<file path="config.mk">
export PLATFORM = sky130hd
export DESIGN_NAME = sipec_check
export DESIGN_NICKNAME = d
export VERILOG_FILES = /design/src/verilog/sipec_pkg.sv /design/src/verilog/sipec_check.sv
export SDC_FILE = /design/constraint.sdc
export NUM_CORES = 2
export LEC_CHECK = 0
export ABC_AREA = 1
export BUFFER_PORTS_ARGS = -buffer_cell sky130_fd_sc_hd__buf_2
export CAP_MARGIN = 10
export CORE_ASPECT_RATIO = 0.6
export CORE_MARGIN = 5
export CORE_UTILIZATION = 40
export DETAILED_ROUTE_END_ITERATION = 10
export HOLD_SLACK_MARGIN = 0.08
export PLACE_DENSITY_LB_ADDON = 0.12
export SYNTH_ARGS = -nofsm -noshare
export SYNTH_HDL_FRONTEND = slang
export SYNTH_SLANG_ARGS = --single-unit
export TNS_END_PERCENT = 30
</file>
<file path="constraint.sdc">
create_clock -name clk_sys -period 2.67 [get_ports clk_sys]
set_clock_uncertainty 0.2 [all_clocks]
set_input_delay 0.534 -clock clk_sys [delete_from_list [all_inputs] [get_ports clk_sys]]
set_output_delay 0.534 -clock clk_sys [all_outputs]
set_load 0.01 [all_outputs]
</file>
<file path="src/verilog/sipec_pkg.sv">
package sipec_pkg;

  // Legacy prefix byte encodings.
  localparam logic [7:0] PFX_OPSIZE = 8'h66;
  localparam logic [7:0] PFX_ADDR   = 8'h67;
  localparam logic [7:0] PFX_LOCK   = 8'hF0;
  localparam logic [7:0] PFX_REP    = 8'hF3;
  localparam logic [7:0] PFX_REPNE  = 8'hF2;
  localparam logic [7:0] PFX_SEG_ES = 8'h26;
  localparam logic [7:0] PFX_SEG_CS = 8'h2E;
  localparam logic [7:0] PFX_SEG_SS = 8'h36;
  localparam logic [7:0] PFX_SEG_DS = 8'h3E;
  localparam logic [7:0] PFX_SEG_FS = 8'h64;
  localparam logic [7:0] PFX_SEG_GS = 8'h65;

  // Segment register indices handed to address generation.
  localparam logic [2:0] SEG_ES = 3'h0;
  localparam logic [2:0] SEG_CS = 3'h1;
  localparam logic [2:0] SEG_SS = 3'h2;
  localparam logic [2:0] SEG_DS = 3'h3;
  localparam logic [2:0] SEG_FS = 3'h4;
  localparam logic [2:0] SEG_GS = 3'h5;

  // Exception vectors.
  localparam logic [7:0] VEC_UD = 8'h06;
  localparam logic [7:0] VEC_NP = 8'h0B;
  localparam logic [7:0] VEC_GP = 8'h0D;
  localparam logic [7:0] VEC_PF = 8'h0E;
  localparam logic [7:0] VEC_MF = 8'h10;
  localparam logic [7:0] VEC_NONE = 8'h00;

  // Geometry of the shared register file.
  localparam int          NUM_PFX   = 4;
  localparam int          NUM_REGS  = 8;
  localparam int          REG_W     = 80;
  localparam int          MANT_W    = 64;
  localparam logic [15:0] EXP_ONES  = 16'hFFFF;
  localparam logic [1:0]  TAG_VALID = 2'h0;
  localparam logic [1:0]  TAG_EMPTY = 2'h3;
  localparam logic [2:0]  TOP_RESET = 3'h0;
  localparam logic [15:0] TAGS_RESET = 16'hFFFF;

  // Operand-size and repeat prefixes fault when set, else are ignored.
  localparam logic RESV_PFX_FAULTS = 1'b1;

  // Sequencer states, Gray coded along idle, hold, restart.
  typedef enum logic [1:0]
  {
    SIPEC_IDLE    = 2'b00,
    SIPEC_HOLD    = 2'b01,
    SIPEC_RESTART = 2'b11
  } sipec_state_t;

endpackage : sipec_pkg

</file>
<file path="src/verilog/sipec_check.sv">
// Function
// [RULE1] Memory faults reported like any memory instruction.
// [RULE2] No numeric fault without a pending one.
// [RULE3] Pending error signals vector sixteen and/or pin.
// [RULE4] Restart faulting instruction after handler returns.
// [RULE5] Integer registers alias floating registers and tags.
// [RULE6] Address-size prefix applies only with memory operand.
// [RULE7] Segment overrides apply only with memory operand.
// [RULE8] Operand-size and repeat prefixes are reserved.
// [RULE9] Lock prefix always raises invalid opcode.
// [RULE10] Branch hints without memory operand are reserved.
// [RULE11] Non-empty-state instruction zeroes top, validates tags.
// [RULE12] Invalid opcode outranks pending numeric error.
module sipec_check
(
  // Clock and reset.
  input  wire logic                 clk_sys,
  input  wire logic                 rstn,
  // Instruction issue from decode.
  input  wire logic                 ins_valid,
  output logic                      ins_ready,
  input  wire logic                 ins_empty_state,
  input  wire logic                 ins_has_mem,
  input  wire logic [2:0]           ins_pfx_count,
  input  wire logic [3:0][7:0]      ins_pfx_bytes,
  input  wire logic                 ins_wr_en,
  input  wire logic [2:0]           ins_wr_idx,
  input  wire logic [63:0]          ins_wr_data,
  // Memory access status for the issued instruction.
  input  wire logic                 mem_page_fault,
  input  wire logic                 mem_seg_not_present,
  input  wire logic                 mem_limit_violation,
  // Floating-point exception state and handler return.
  input  wire logic                 fp_exc_pending,
  input  wire logic                 cfg_numeric_vector,
  input  wire logic                 handler_return,
  // Result of each issued instruction.
  output logic                      res_valid,
  output logic                      res_complete,
  output logic                      res_fault,
  output logic [7:0]                res_vector,
  output logic                      invalid_opcode_fault,
  output logic                      res_reserved,
  output logic                      eff_addr_toggle,
  output logic                      eff_seg_valid,
  output logic [2:0]                eff_seg,
  output logic                      numeric_error_out_n,
  output logic                      restart_req,
  // Floating-point side of the shared storage, and the SIMD read view.
  input  wire logic                 fp_wr_en,
  input  wire logic [2:0]           fp_wr_idx,
  input  wire logic [79:0]          fp_wr_data,
  input  wire logic                 fp_tag_wr_en,
  input  wire logic [15:0]          fp_tag_wr_data,
  input  wire logic                 fp_top_wr_en,
  input  wire logic [2:0]           fp_top_wr_data,
  input  wire logic [2:0]           fp_rd_idx,
  output logic [79:0]               fp_rd_data,
  input  wire logic [2:0]           simd_rd_idx,
  output logic [63:0]               simd_rd_data,
  output logic [15:0]               tag_word,
  output logic [2:0]                stack_top_index
);

  ////////////////////////////////////////////////////////////////////////////////
  // Prefix classification.

  logic       pf_lock;
  logic       pf_resv;
  logic       pf_addr;
  logic       pf_seg;
  logic [2:0] pf_seg_idx;

  // Scans the present prefixes; a later segment override replaces an earlier one.
  always_comb
  begin
    pf_lock    = 1'b0;
    pf_resv    = 1'b0;
    pf_addr    = 1'b0;
    pf_seg     = 1'b0;
    pf_seg_idx = sipec_pkg::SEG_DS;
    for (int i = 0; i < sipec_pkg::NUM_PFX; i++)
    begin
      if (3'(i) < ins_pfx_count)
      begin
        unique case (ins_pfx_bytes[i])
          sipec_pkg::PFX_LOCK:   pf_lock = 1'b1;
          sipec_pkg::PFX_OPSIZE,
          sipec_pkg::PFX_REP,
          sipec_pkg::PFX_REPNE:  pf_resv = 1'b1;
          sipec_pkg::PFX_ADDR:   pf_addr = 1'b1;
          sipec_pkg::PFX_SEG_ES:
          begin
            pf_seg     = 1'b1;
            pf_seg_idx = sipec_pkg::SEG_ES;
          end
          sipec_pkg::PFX_SEG_CS:
          begin
            pf_seg     = 1'b1;
            pf_seg_idx = sipec_pkg::SEG_CS;
          end
          sipec_pkg::PFX_SEG_SS:
          begin
            pf_seg     = 1'b1;
            pf_seg_idx = sipec_pkg::SEG_SS;
          end
          sipec_pkg::PFX_SEG_DS:
          begin
            pf_seg     = 1'b1;
            pf_seg_idx = sipec_pkg::SEG_DS;
          end
          sipec_pkg::PFX_SEG_FS:
          begin
            pf_seg     = 1'b1;
            pf_seg_idx = sipec_pkg::SEG_FS;
          end
          sipec_pkg::PFX_SEG_GS:
          begin
            pf_seg     = 1'b1;
            pf_seg_idx = sipec_pkg::SEG_GS;
          end
          default: ;
        endcase
      end
    end
  end

  ////////////////////////////////////////////////////////////////////////////////
  // Issue sequencer and result registers.

  sipec_pkg::sipec_state_t state;
  sipec_pkg::sipec_state_t next_state;
  logic       take;
  logic       ud_hit;
  logic       mf_hit;
  logic       mem_hit;
  logic       done;
  logic       next_res_valid;
  logic       next_res_complete;
  logic       next_res_fault;
  logic [7:0] next_res_vector;
  logic       next_ud;
  logic       next_res_reserved;
  logic       next_addr_toggle;
  logic       next_seg_valid;
  logic [2:0] next_seg;
  logic       next_err_n;
  logic       next_restart;

  // Only one instruction is in flight, so a held numeric error blocks issue.
  assign ins_ready = (state == sipec_pkg::SIPEC_IDLE);
  assign take      = ins_valid && ins_ready;
  assign ud_hit    = pf_lock || (pf_resv && sipec_pkg::RESV_PFX_FAULTS); // see [RULE9] [RULE8]
  assign mf_hit    = !ud_hit && fp_exc_pending; // see [RULE12] [RULE2]
  assign mem_hit   = ins_has_mem &&
                     (mem_page_fault || mem_seg_not_present || mem_limit_violation);
  assign done      = take && !ud_hit && !mf_hit && !mem_hit;

  // Decide each issued instruction; decode faults precede execution faults.
  always_comb
  begin
    next_state        = state;
    next_res_valid    = take;
    next_res_complete = done;
    next_res_fault    = take && !done;
    next_res_vector   = sipec_pkg::VEC_NONE;
    next_ud           = 1'b0;
    next_res_reserved = 1'b0;
    next_addr_toggle  = 1'b0;
    next_seg_valid    = 1'b0;
    next_seg          = sipec_pkg::SEG_DS;
    next_err_n        = numeric_error_out_n;
    next_restart      = 1'b0;
    unique case (state)
      sipec_pkg::SIPEC_IDLE:
      begin
        if (take)
        begin
          // Address-size and segment prefixes without a memory operand are ignored and flagged. see [RULE6] [RULE7] [RULE10]
          next_res_reserved = (!ins_has_mem && (pf_addr || pf_seg)) || pf_resv;
          next_addr_toggle  = ins_has_mem && pf_addr; // see [RULE6]
          next_seg_valid    = ins_has_mem && pf_seg; // see [RULE7]
          next_seg          = pf_seg_idx;
          if (ud_hit)
          begin
            next_ud         = 1'b1; // see [RULE9] [RULE12]
            next_res_vector = sipec_pkg::VEC_UD;
          end
          else if (mf_hit)
          begin
            // Pin always drops; the vector is reported when enabled. see [RULE3]
            next_err_n      = 1'b0;
            next_res_fault  = cfg_numeric_vector;
            next_res_vector = cfg_numeric_vector ? sipec_pkg::VEC_MF : sipec_pkg::VEC_NONE;
            next_state      = sipec_pkg::SIPEC_HOLD;
          end
          else if (mem_hit)
          begin
            // Same priority and vectors as any other memory access. see [RULE1]
            if (mem_page_fault)
              next_res_vector = sipec_pkg::VEC_PF;
            else if (mem_seg_not_present)
              next_res_vector = sipec_pkg::VEC_NP;
            else
              next_res_vector = sipec_pkg::VEC_GP;
          end
        end
      end
      sipec_pkg::SIPEC_HOLD:
      begin
        if (handler_return)
        begin
          next_err_n = 1'b1;
          next_state = sipec_pkg::SIPEC_RESTART;
        end
      end
      sipec_pkg::SIPEC_RESTART:
      begin
        // Fetch re-issues the same instruction, which then runs normally. see [RULE4]
        next_restart = 1'b1;
        next_state   = sipec_pkg::SIPEC_IDLE;
      end
      default:
        next_state = sipec_pkg::SIPEC_IDLE;
    endcase
  end

  // Registers of the sequencer and the result.
  always_ff @(posedge clk_sys or negedge rstn)
  begin
    if (!rstn)
    begin
      state                <= sipec_pkg::SIPEC_IDLE;
      res_valid            <= 1'b0;
      res_complete         <= 1'b0;
      res_fault            <= 1'b0;
      res_vector           <= sipec_pkg::VEC_NONE;
      invalid_opcode_fault <= 1'b0;
      res_reserved         <= 1'b0;
      eff_addr_toggle      <= 1'b0;
      eff_seg_valid        <= 1'b0;
      eff_seg              <= sipec_pkg::SEG_DS;
      numeric_error_out_n  <= 1'b1;
      restart_req          <= 1'b0;
    end
    else
    begin
      state                <= next_state;
      res_valid            <= next_res_valid;
      res_complete         <= next_res_complete;
      res_fault            <= next_res_fault;
      res_vector           <= next_res_vector;
      invalid_opcode_fault <= next_ud;
      res_reserved         <= next_res_reserved;
      eff_addr_toggle      <= next_addr_toggle;
      eff_seg_valid        <= next_seg_valid;
      eff_seg              <= next_seg;
      numeric_error_out_n  <= next_err_n;
      restart_req          <= next_restart;
    end
  end

  ////////////////////////////////////////////////////////////////////////////////
  // Shared register storage, tags and stack top.

  logic [sipec_pkg::REG_W-1:0] regs      [sipec_pkg::NUM_REGS];
  logic [sipec_pkg::REG_W-1:0] next_regs [sipec_pkg::NUM_REGS];
  logic [15:0]                 next_tags;
  logic [2:0]                  next_top;

  // One physical array serves both views, so writes by either side are seen
  // by the other. A completing integer write overrides a floating write.
  always_comb
  begin
    next_tags = tag_word;
    next_top  = stack_top_index;
    for (int r = 0; r < sipec_pkg::NUM_REGS; r++)
      next_regs[r] = regs[r];
    if (fp_wr_en)
      next_regs[fp_wr_idx] = fp_wr_data; // see [RULE5]
    if (fp_tag_wr_en)
      next_tags = fp_tag_wr_data;
    if (fp_top_wr_en)
      next_top = fp_top_wr_data;
    if (done && ins_wr_en)
      next_regs[ins_wr_idx] = {sipec_pkg::EXP_ONES, ins_wr_data}; // see [RULE5]
    if (done)
    begin
      if (ins_empty_state)
        next_tags = {sipec_pkg::NUM_REGS{sipec_pkg::TAG_EMPTY}};
      else
      begin
        next_tags = {sipec_pkg::NUM_REGS{sipec_pkg::TAG_VALID}}; // see [RULE11]
        next_top  = sipec_pkg::TOP_RESET; // see [RULE11]
      end
    end
  end

  // Registers of the storage; data is not reset, control state is.
  always_ff @(posedge clk_sys or negedge rstn)
  begin
    if (!rstn)
    begin
      tag_word        <= sipec_pkg::TAGS_RESET;
      stack_top_index <= sipec_pkg::TOP_RESET;
    end
    else
    begin
      tag_word        <= next_tags;
      stack_top_index <= next_top;
    end
  end

  // Register contents, held without reset to keep the array plain.
  always_ff @(posedge clk_sys)
  begin
    for (int r = 0; r < sipec_pkg::NUM_REGS; r++)
      regs[r] <= next_regs[r];
  end

  // Both read views index the same flops. see [RULE5]
  assign fp_rd_data   = regs[fp_rd_idx];
  assign simd_rd_data = regs[simd_rd_idx][sipec_pkg::MANT_W-1:0];

endmodule : sipec_check

</file>
Word level (Yosys, flattened, before mapping)
Memory sizes are Yosys's and may differ from the RTL's.
Index checks and enable logic that the tools add are counted.
W data, S select, Z words.
- magnitude comparators: 8
- equality and inequality tests: 50
- mux-type cells: 88
- bitwise gates (word level): 2
- reductions and logical operators: 36
- operators by type and width (cell ; count):
    $bwmux W640 ; 2
    $mux W640 ; 2
    $demux W80 S3 ; 2
    $mux W80 ; 2
    $eq A8 B6 Y1 const B ; 16
    $eq A8 B7 Y1 const B ; 16
    $eq A8 B8 Y1 const B ; 12
    $pmux W3 S6 ; 3
    $mux W1 ; 50
    $mux W16 ; 3
    $mux W3 ; 11
    $mux W5 ; 5
    $reduce_or A6 Y1 ; 4
    $pmux W3 S5 ; 1
    $logic_and A1 B1 Y1 ; 13
    $reduce_or A3 Y1 ; 4
    $ge A4 B4 Y1 const B ; 2
    $lt A4 B1 Y1 const B ; 2
    $mux W2 ; 4
    $not A3 Y4 ; 2
    $lt A1 B3 Y1 const A ; 2
    $lt A2 B3 Y1 const A ; 2
    $logic_not A1 Y1 ; 5
    $logic_or A1 B1 Y1 ; 5
    11 further kinds ; 14
- bits in registers: 41
- memory bits (writable): 640
- input port bits: 225
- output and inout bits: 184
- logic and storage cells: 199
- memories: 1
- memory list (name ; words ; bits a word ; rd ports ; clocked after Yosys merged registers in ; write ports ; RTL line ; text):
    regs ; 8 ; 80 ; 10 ; 0 ; 8 ; sipec_check.sv:266 ; logic [sipec_pkg::REG_W-1:0] regs [sipec_pkg::NUM_REGS];

Logic depth before layout (Yosys ltp)
- depth after elaboration: 22
- depth in mapped cells: 15
- depth with buffers taken out: 13

Least setup slack after synthesis
OpenSTA, ideal clock, no wires.
- path kind: in2out
- start point: input fp_rd_idx[1]
- end point: output fp_rd_data[64]
- data arrival time: 1814 ps
- data required time: 1936 ps
- path slack: 122 ps
- cell stages on the path: 7
- path buffers: 3
- cells stage by stage: clkbuf_1 clkbuf_1 clkbuf_1 o21ai_0 o21ai_0 a21oi_1 a31oi_1
- longest elaborated chain between the ends: 1
- RTL lines (what ; RTL line ; text):
    from (decl) ; sipec_check.sv:57 ; input wire logic [2:0] fp_rd_idx,
    $mem_v2 Z8 W80 ; -- ;
    to (decl) ; sipec_check.sv:58 ; output logic [79:0] fp_rd_data,
Every way passes these cells.

==> flow_summary_export.csv <==
group,metric,value,unit
status,outcome,"complete, no violations",
floorplan,core_area,114000,um2
route,routed_wl,192000,um
floorplan,die_x,446,um
timing,relSlewSlack,55.1,%
grt,antenna_found_initial,16,
route,first_iter_violations,5401,
logic_synthesis,yosys_warnings,0,
layout,syn_to_final_growth,23.4,%
route,drt_pass1_iterations,6,
critical_path,reg2reg_slack,0.34,ns
critical_path,crit_type,"reg -> out",
layout,stdcell_count,9371,
power_and_ir_drop,power_density,825,nW/um2
logic_synthesis,ys_top_cells_by_area,"dfxtp_1, nand2_1, o21ai_0",
timing,maxSlewViolCount,0,
logic_synthesis,yosys.area_share.adder,0,%
worst_hold_path,hold_class,"in -> reg",
critical_path,critPathLaunch,"regs[5][8]",
critical_path,r2r_cells,9,
placement,place_inst,9093,
grt,grt_pass1_wl,289000,um
grt,grt_pass1_vias,45900,
clock_network,cts_max_level,3,
power_and_ir_drop,seq_power_share,36.0,%
placement,gp_congestion,0.903,
clock_network,root_buffer,"clkbuf_16",
grt,grt_usage,30.2,%
logic_synthesis,synthMuxAreaShare,11.2,%
power_and_ir_drop,ir_worst_vdd,0.457,mV
logic_synthesis,synth_top_family_by_area,"simple AND/OR/NAND/NOR gates",
timing,tightest_slew,0.673,ns
logic_synthesis,synthesis.area,45700,um2
logic_synthesis,synth-seq-cells,678,
logic_synthesis,async_flop_share,5.60,%
floorplan,num_rows,96,
logic_synthesis,synth_compound_area_share,22.4,%
critical_path,start_kind,"register",
critical_path,crit_chain,"inv_4 > a21oi_2 > o21ai_1 > nand2_1 > nor2_1 > a31oi_2 > buf_4 > buf_6",
placement,detailed_place_hpwl,125000,um
placement,placed_cell_area,51900,um2
timing,finalCriticalPeriod,2.66,ns
timing,setup_viol,0,
clock_network,cts_sinks,678,
timing,hold_ws,0.124,ns
layout,layout-drive-gt1-share,20.1,%
critical_path,crit_buf_inv,3,
route,viasPerCell,5.41,
route,vias,50700,
layout,nNetsFinal,8011,
logic_synthesis,synth_xor_area_share,0,%
critical_path,rr_startpoint,"state[1]",
logic_synthesis,yosysUniqueCellTypes,32,
timing,fin_crit_sh,99.6,%
placement,dp_slack,-0.351,ns
clock_network,tritoncts,"done",
logic_synthesis,synth_top_area_cell,"dfxtp_1",
critical_path,crit_fanout,2,
logic_synthesis,synth_edf_count,0,
route,antenna_left,0,
worst_hold_path,min-delay-start,"fp_wr_data[50]",
grt,gr-total-overflow,0,
clock_network,clk_latency,0.68,ns
grt,grt_max_degree,91,
logic_synthesis,synthSimpleGateAreaFrac,26.9,%
timing,timing.fmax,376,MHz
clock_network,numCtsBuffers,76,
critical_path,critical_path_required,1.94,ns
critical_path,critPathTopFamily,"compound AO/OA/AOI/OAI gates",
logic_synthesis,synth_top_area_share,28.0,%
worst_hold_path,holdPathEnd,"regs[2][50]",
critical_path,crit_slowest_cell,"dfxtp_2",
power_and_ir_drop,p_leak,27.2,nW
floorplan,ios,409,
logic_synthesis,ys_seq_area_share,30.2,%
route,wl_per_cell,20.4,um
logic_synthesis,synthCells,7408,
logic_synthesis,yosys_most_used_dff,"dfxtp_1",
worst_hold_path,worstHoldPathCells,5,
power_and_ir_drop,switching_share,38.2,%
floorplan,die_h,272,um
layout,layout_commonest_cell,"nand2_1",
critical_path,r2r_end,"res_fault",
clock_network,path_clk_slew,0.07,ns
timing,fin_ws,0.0110,ns
job,drv_cap,0,
power_and_ir_drop,clkPwrFrac,24.0,%
timing,grt_setup_unrepaired,"true",
power_and_ir_drop,intPower,0.0288,W
logic_synthesis,syn_avg_cell_area,6.17,um2
clock_network,clock_path_buffers,3,
critical_path,cpPeakStageDelay,0.36,ns
power_and_ir_drop,power,0.0465,W
power_and_ir_drop,power_switching,0.0178,W
route,drc_errors,0,
placement,port-buffer-count,405,
layout,layout_common_cells,"nand2_1, o21ai_0, a21oi_1, dfxtp_1, inv_1",
timing,finalHoldViolCount,0,
floorplan,start_util,40.1,%
critical_path,crit_arrival,1.93,ns
power_and_ir_drop,combPwrFrac,40.0,%
critical_path,end_kind,"output port",
layout,postLayoutCellArea,56400,um2
floorplan,dieArea,121000,um2
[Yosys cell counts (6+ instances only)]
master	number
buf_1	34
dfrtp_1	19
nor3_1	6
clkbuf_1	398
nand2_1	2713
dfstp_2	19
nor2_1	329
nand3_1	38
buf_2	134
mux2_2	451
or2_2	82
dfxtp_1	640
nand4_1	14
a21oi_1	628
o21ai_0	1205
a31oi_1	145
o211ai_1	16
inv_1	515
[state kept, by name (all words and copies together), names as in the netlist]
signal,count
res_valid,1
numeric_error_out_n,1
restart_req,1
tag_word,16
res_reserved,1
state,2
eff_seg_valid,1
eff_addr_toggle,1
stack_top_index,3
invalid_opcode_fault,1
res_fault,1
regs,640
res_vector,5
res_complete,1
eff_seg,3
[cell type report]
cell class | instances | area (um2)
fill | 11600 | 57500
clock buffer | 112 | 2220
tap | 1519 | 1900
clock inverter | 26 | 297
sequential | 678 | 13900
timing repair buffer | 867 | 7980
multi-input combinational | 5645 | 28100
antenna | 6 | 15.0
inverter | 518 | 2000
[worst reg2reg max path, cell delays in order (launching register included)]
cell,delay [ns]
dfrtp_1,0.39
nor2_1,0.20
nand2_1,0.10
nor2_1,0.13
buf_4,0.17
nand4_4,0.13
buf_6,0.21
nand2_1,0.09
a21oi_1,0.04
dlygate4sd3_1,0.56
[worst max-delay path by stage]
stage,to,slack [ns],cells past startpoint
after global routing,simd_rd_data[16],-0.08,7
after global placement,fp_rd_data[17],-0.39,10
final,simd_rd_data[8],0.01,8
after detailed placement,fp_rd_data[17],-0.35,10
after floorplan,fp_rd_data[64],0.12,7
after CTS,fp_rd_data[17],-0.06,6
[power groups by stage]
stage                     Combinational [W]  Clock [W]  Sequential [W]
after floorplan                      0.0129          0          0.0161
after global placement               0.0172          0          0.0166
after detailed placement             0.0178          0          0.0167
after CTS                            0.0181     0.0113          0.0165
after global routing                 0.0211     0.0117          0.0172
final                                0.0186     0.0112          0.0167
[cell families (layout without fill, tap and decap cells)]
group,Yosys count,in the layout
other,1,9
flip-flops,678,678
AO/OA/AOI/OAI,1998,1998
AND/OR/NAND/NOR,3190,3190
multiplexers,454,454
buffers and inverters,1087,1523
[stage by stage]
step                      TNS, ns  utilization, %
after detailed placement    -9.46            45.5
final                           0            49.5
after global placement     -0.999            45.5
after floorplan                 0               -
after CTS                 -0.0666            49.1
after global routing       -0.618            49.5
[metal layers]
layer / up-vias / share of wire, % / GRT usage, %
met3: 305 / 7.8 / 4.60
met1: 23500 / 47 / 44.2
li1: 24800 / - / -
met4: 14 / 2.7 / 8.43
met2: 2043 / 43 / 46.1
met5: - / 0.048 / 0
[what timing repair did]
| item | 4_1_cts | 5_1_grt |
|---|---|---|
| pin swaps | 2 | 26 |
| hold endpoints to repair | 265 | 0 |
| endpoints found under the setup margin | 26 | 99 |
| gates cloned | 0 | 1 |
| resized for setup | 51 | 251 |
| buffers inserted | 0 | 0 |
| hold buffers | 134 | 0 |
No activity file was read; power rests on OpenSTA's default activity.
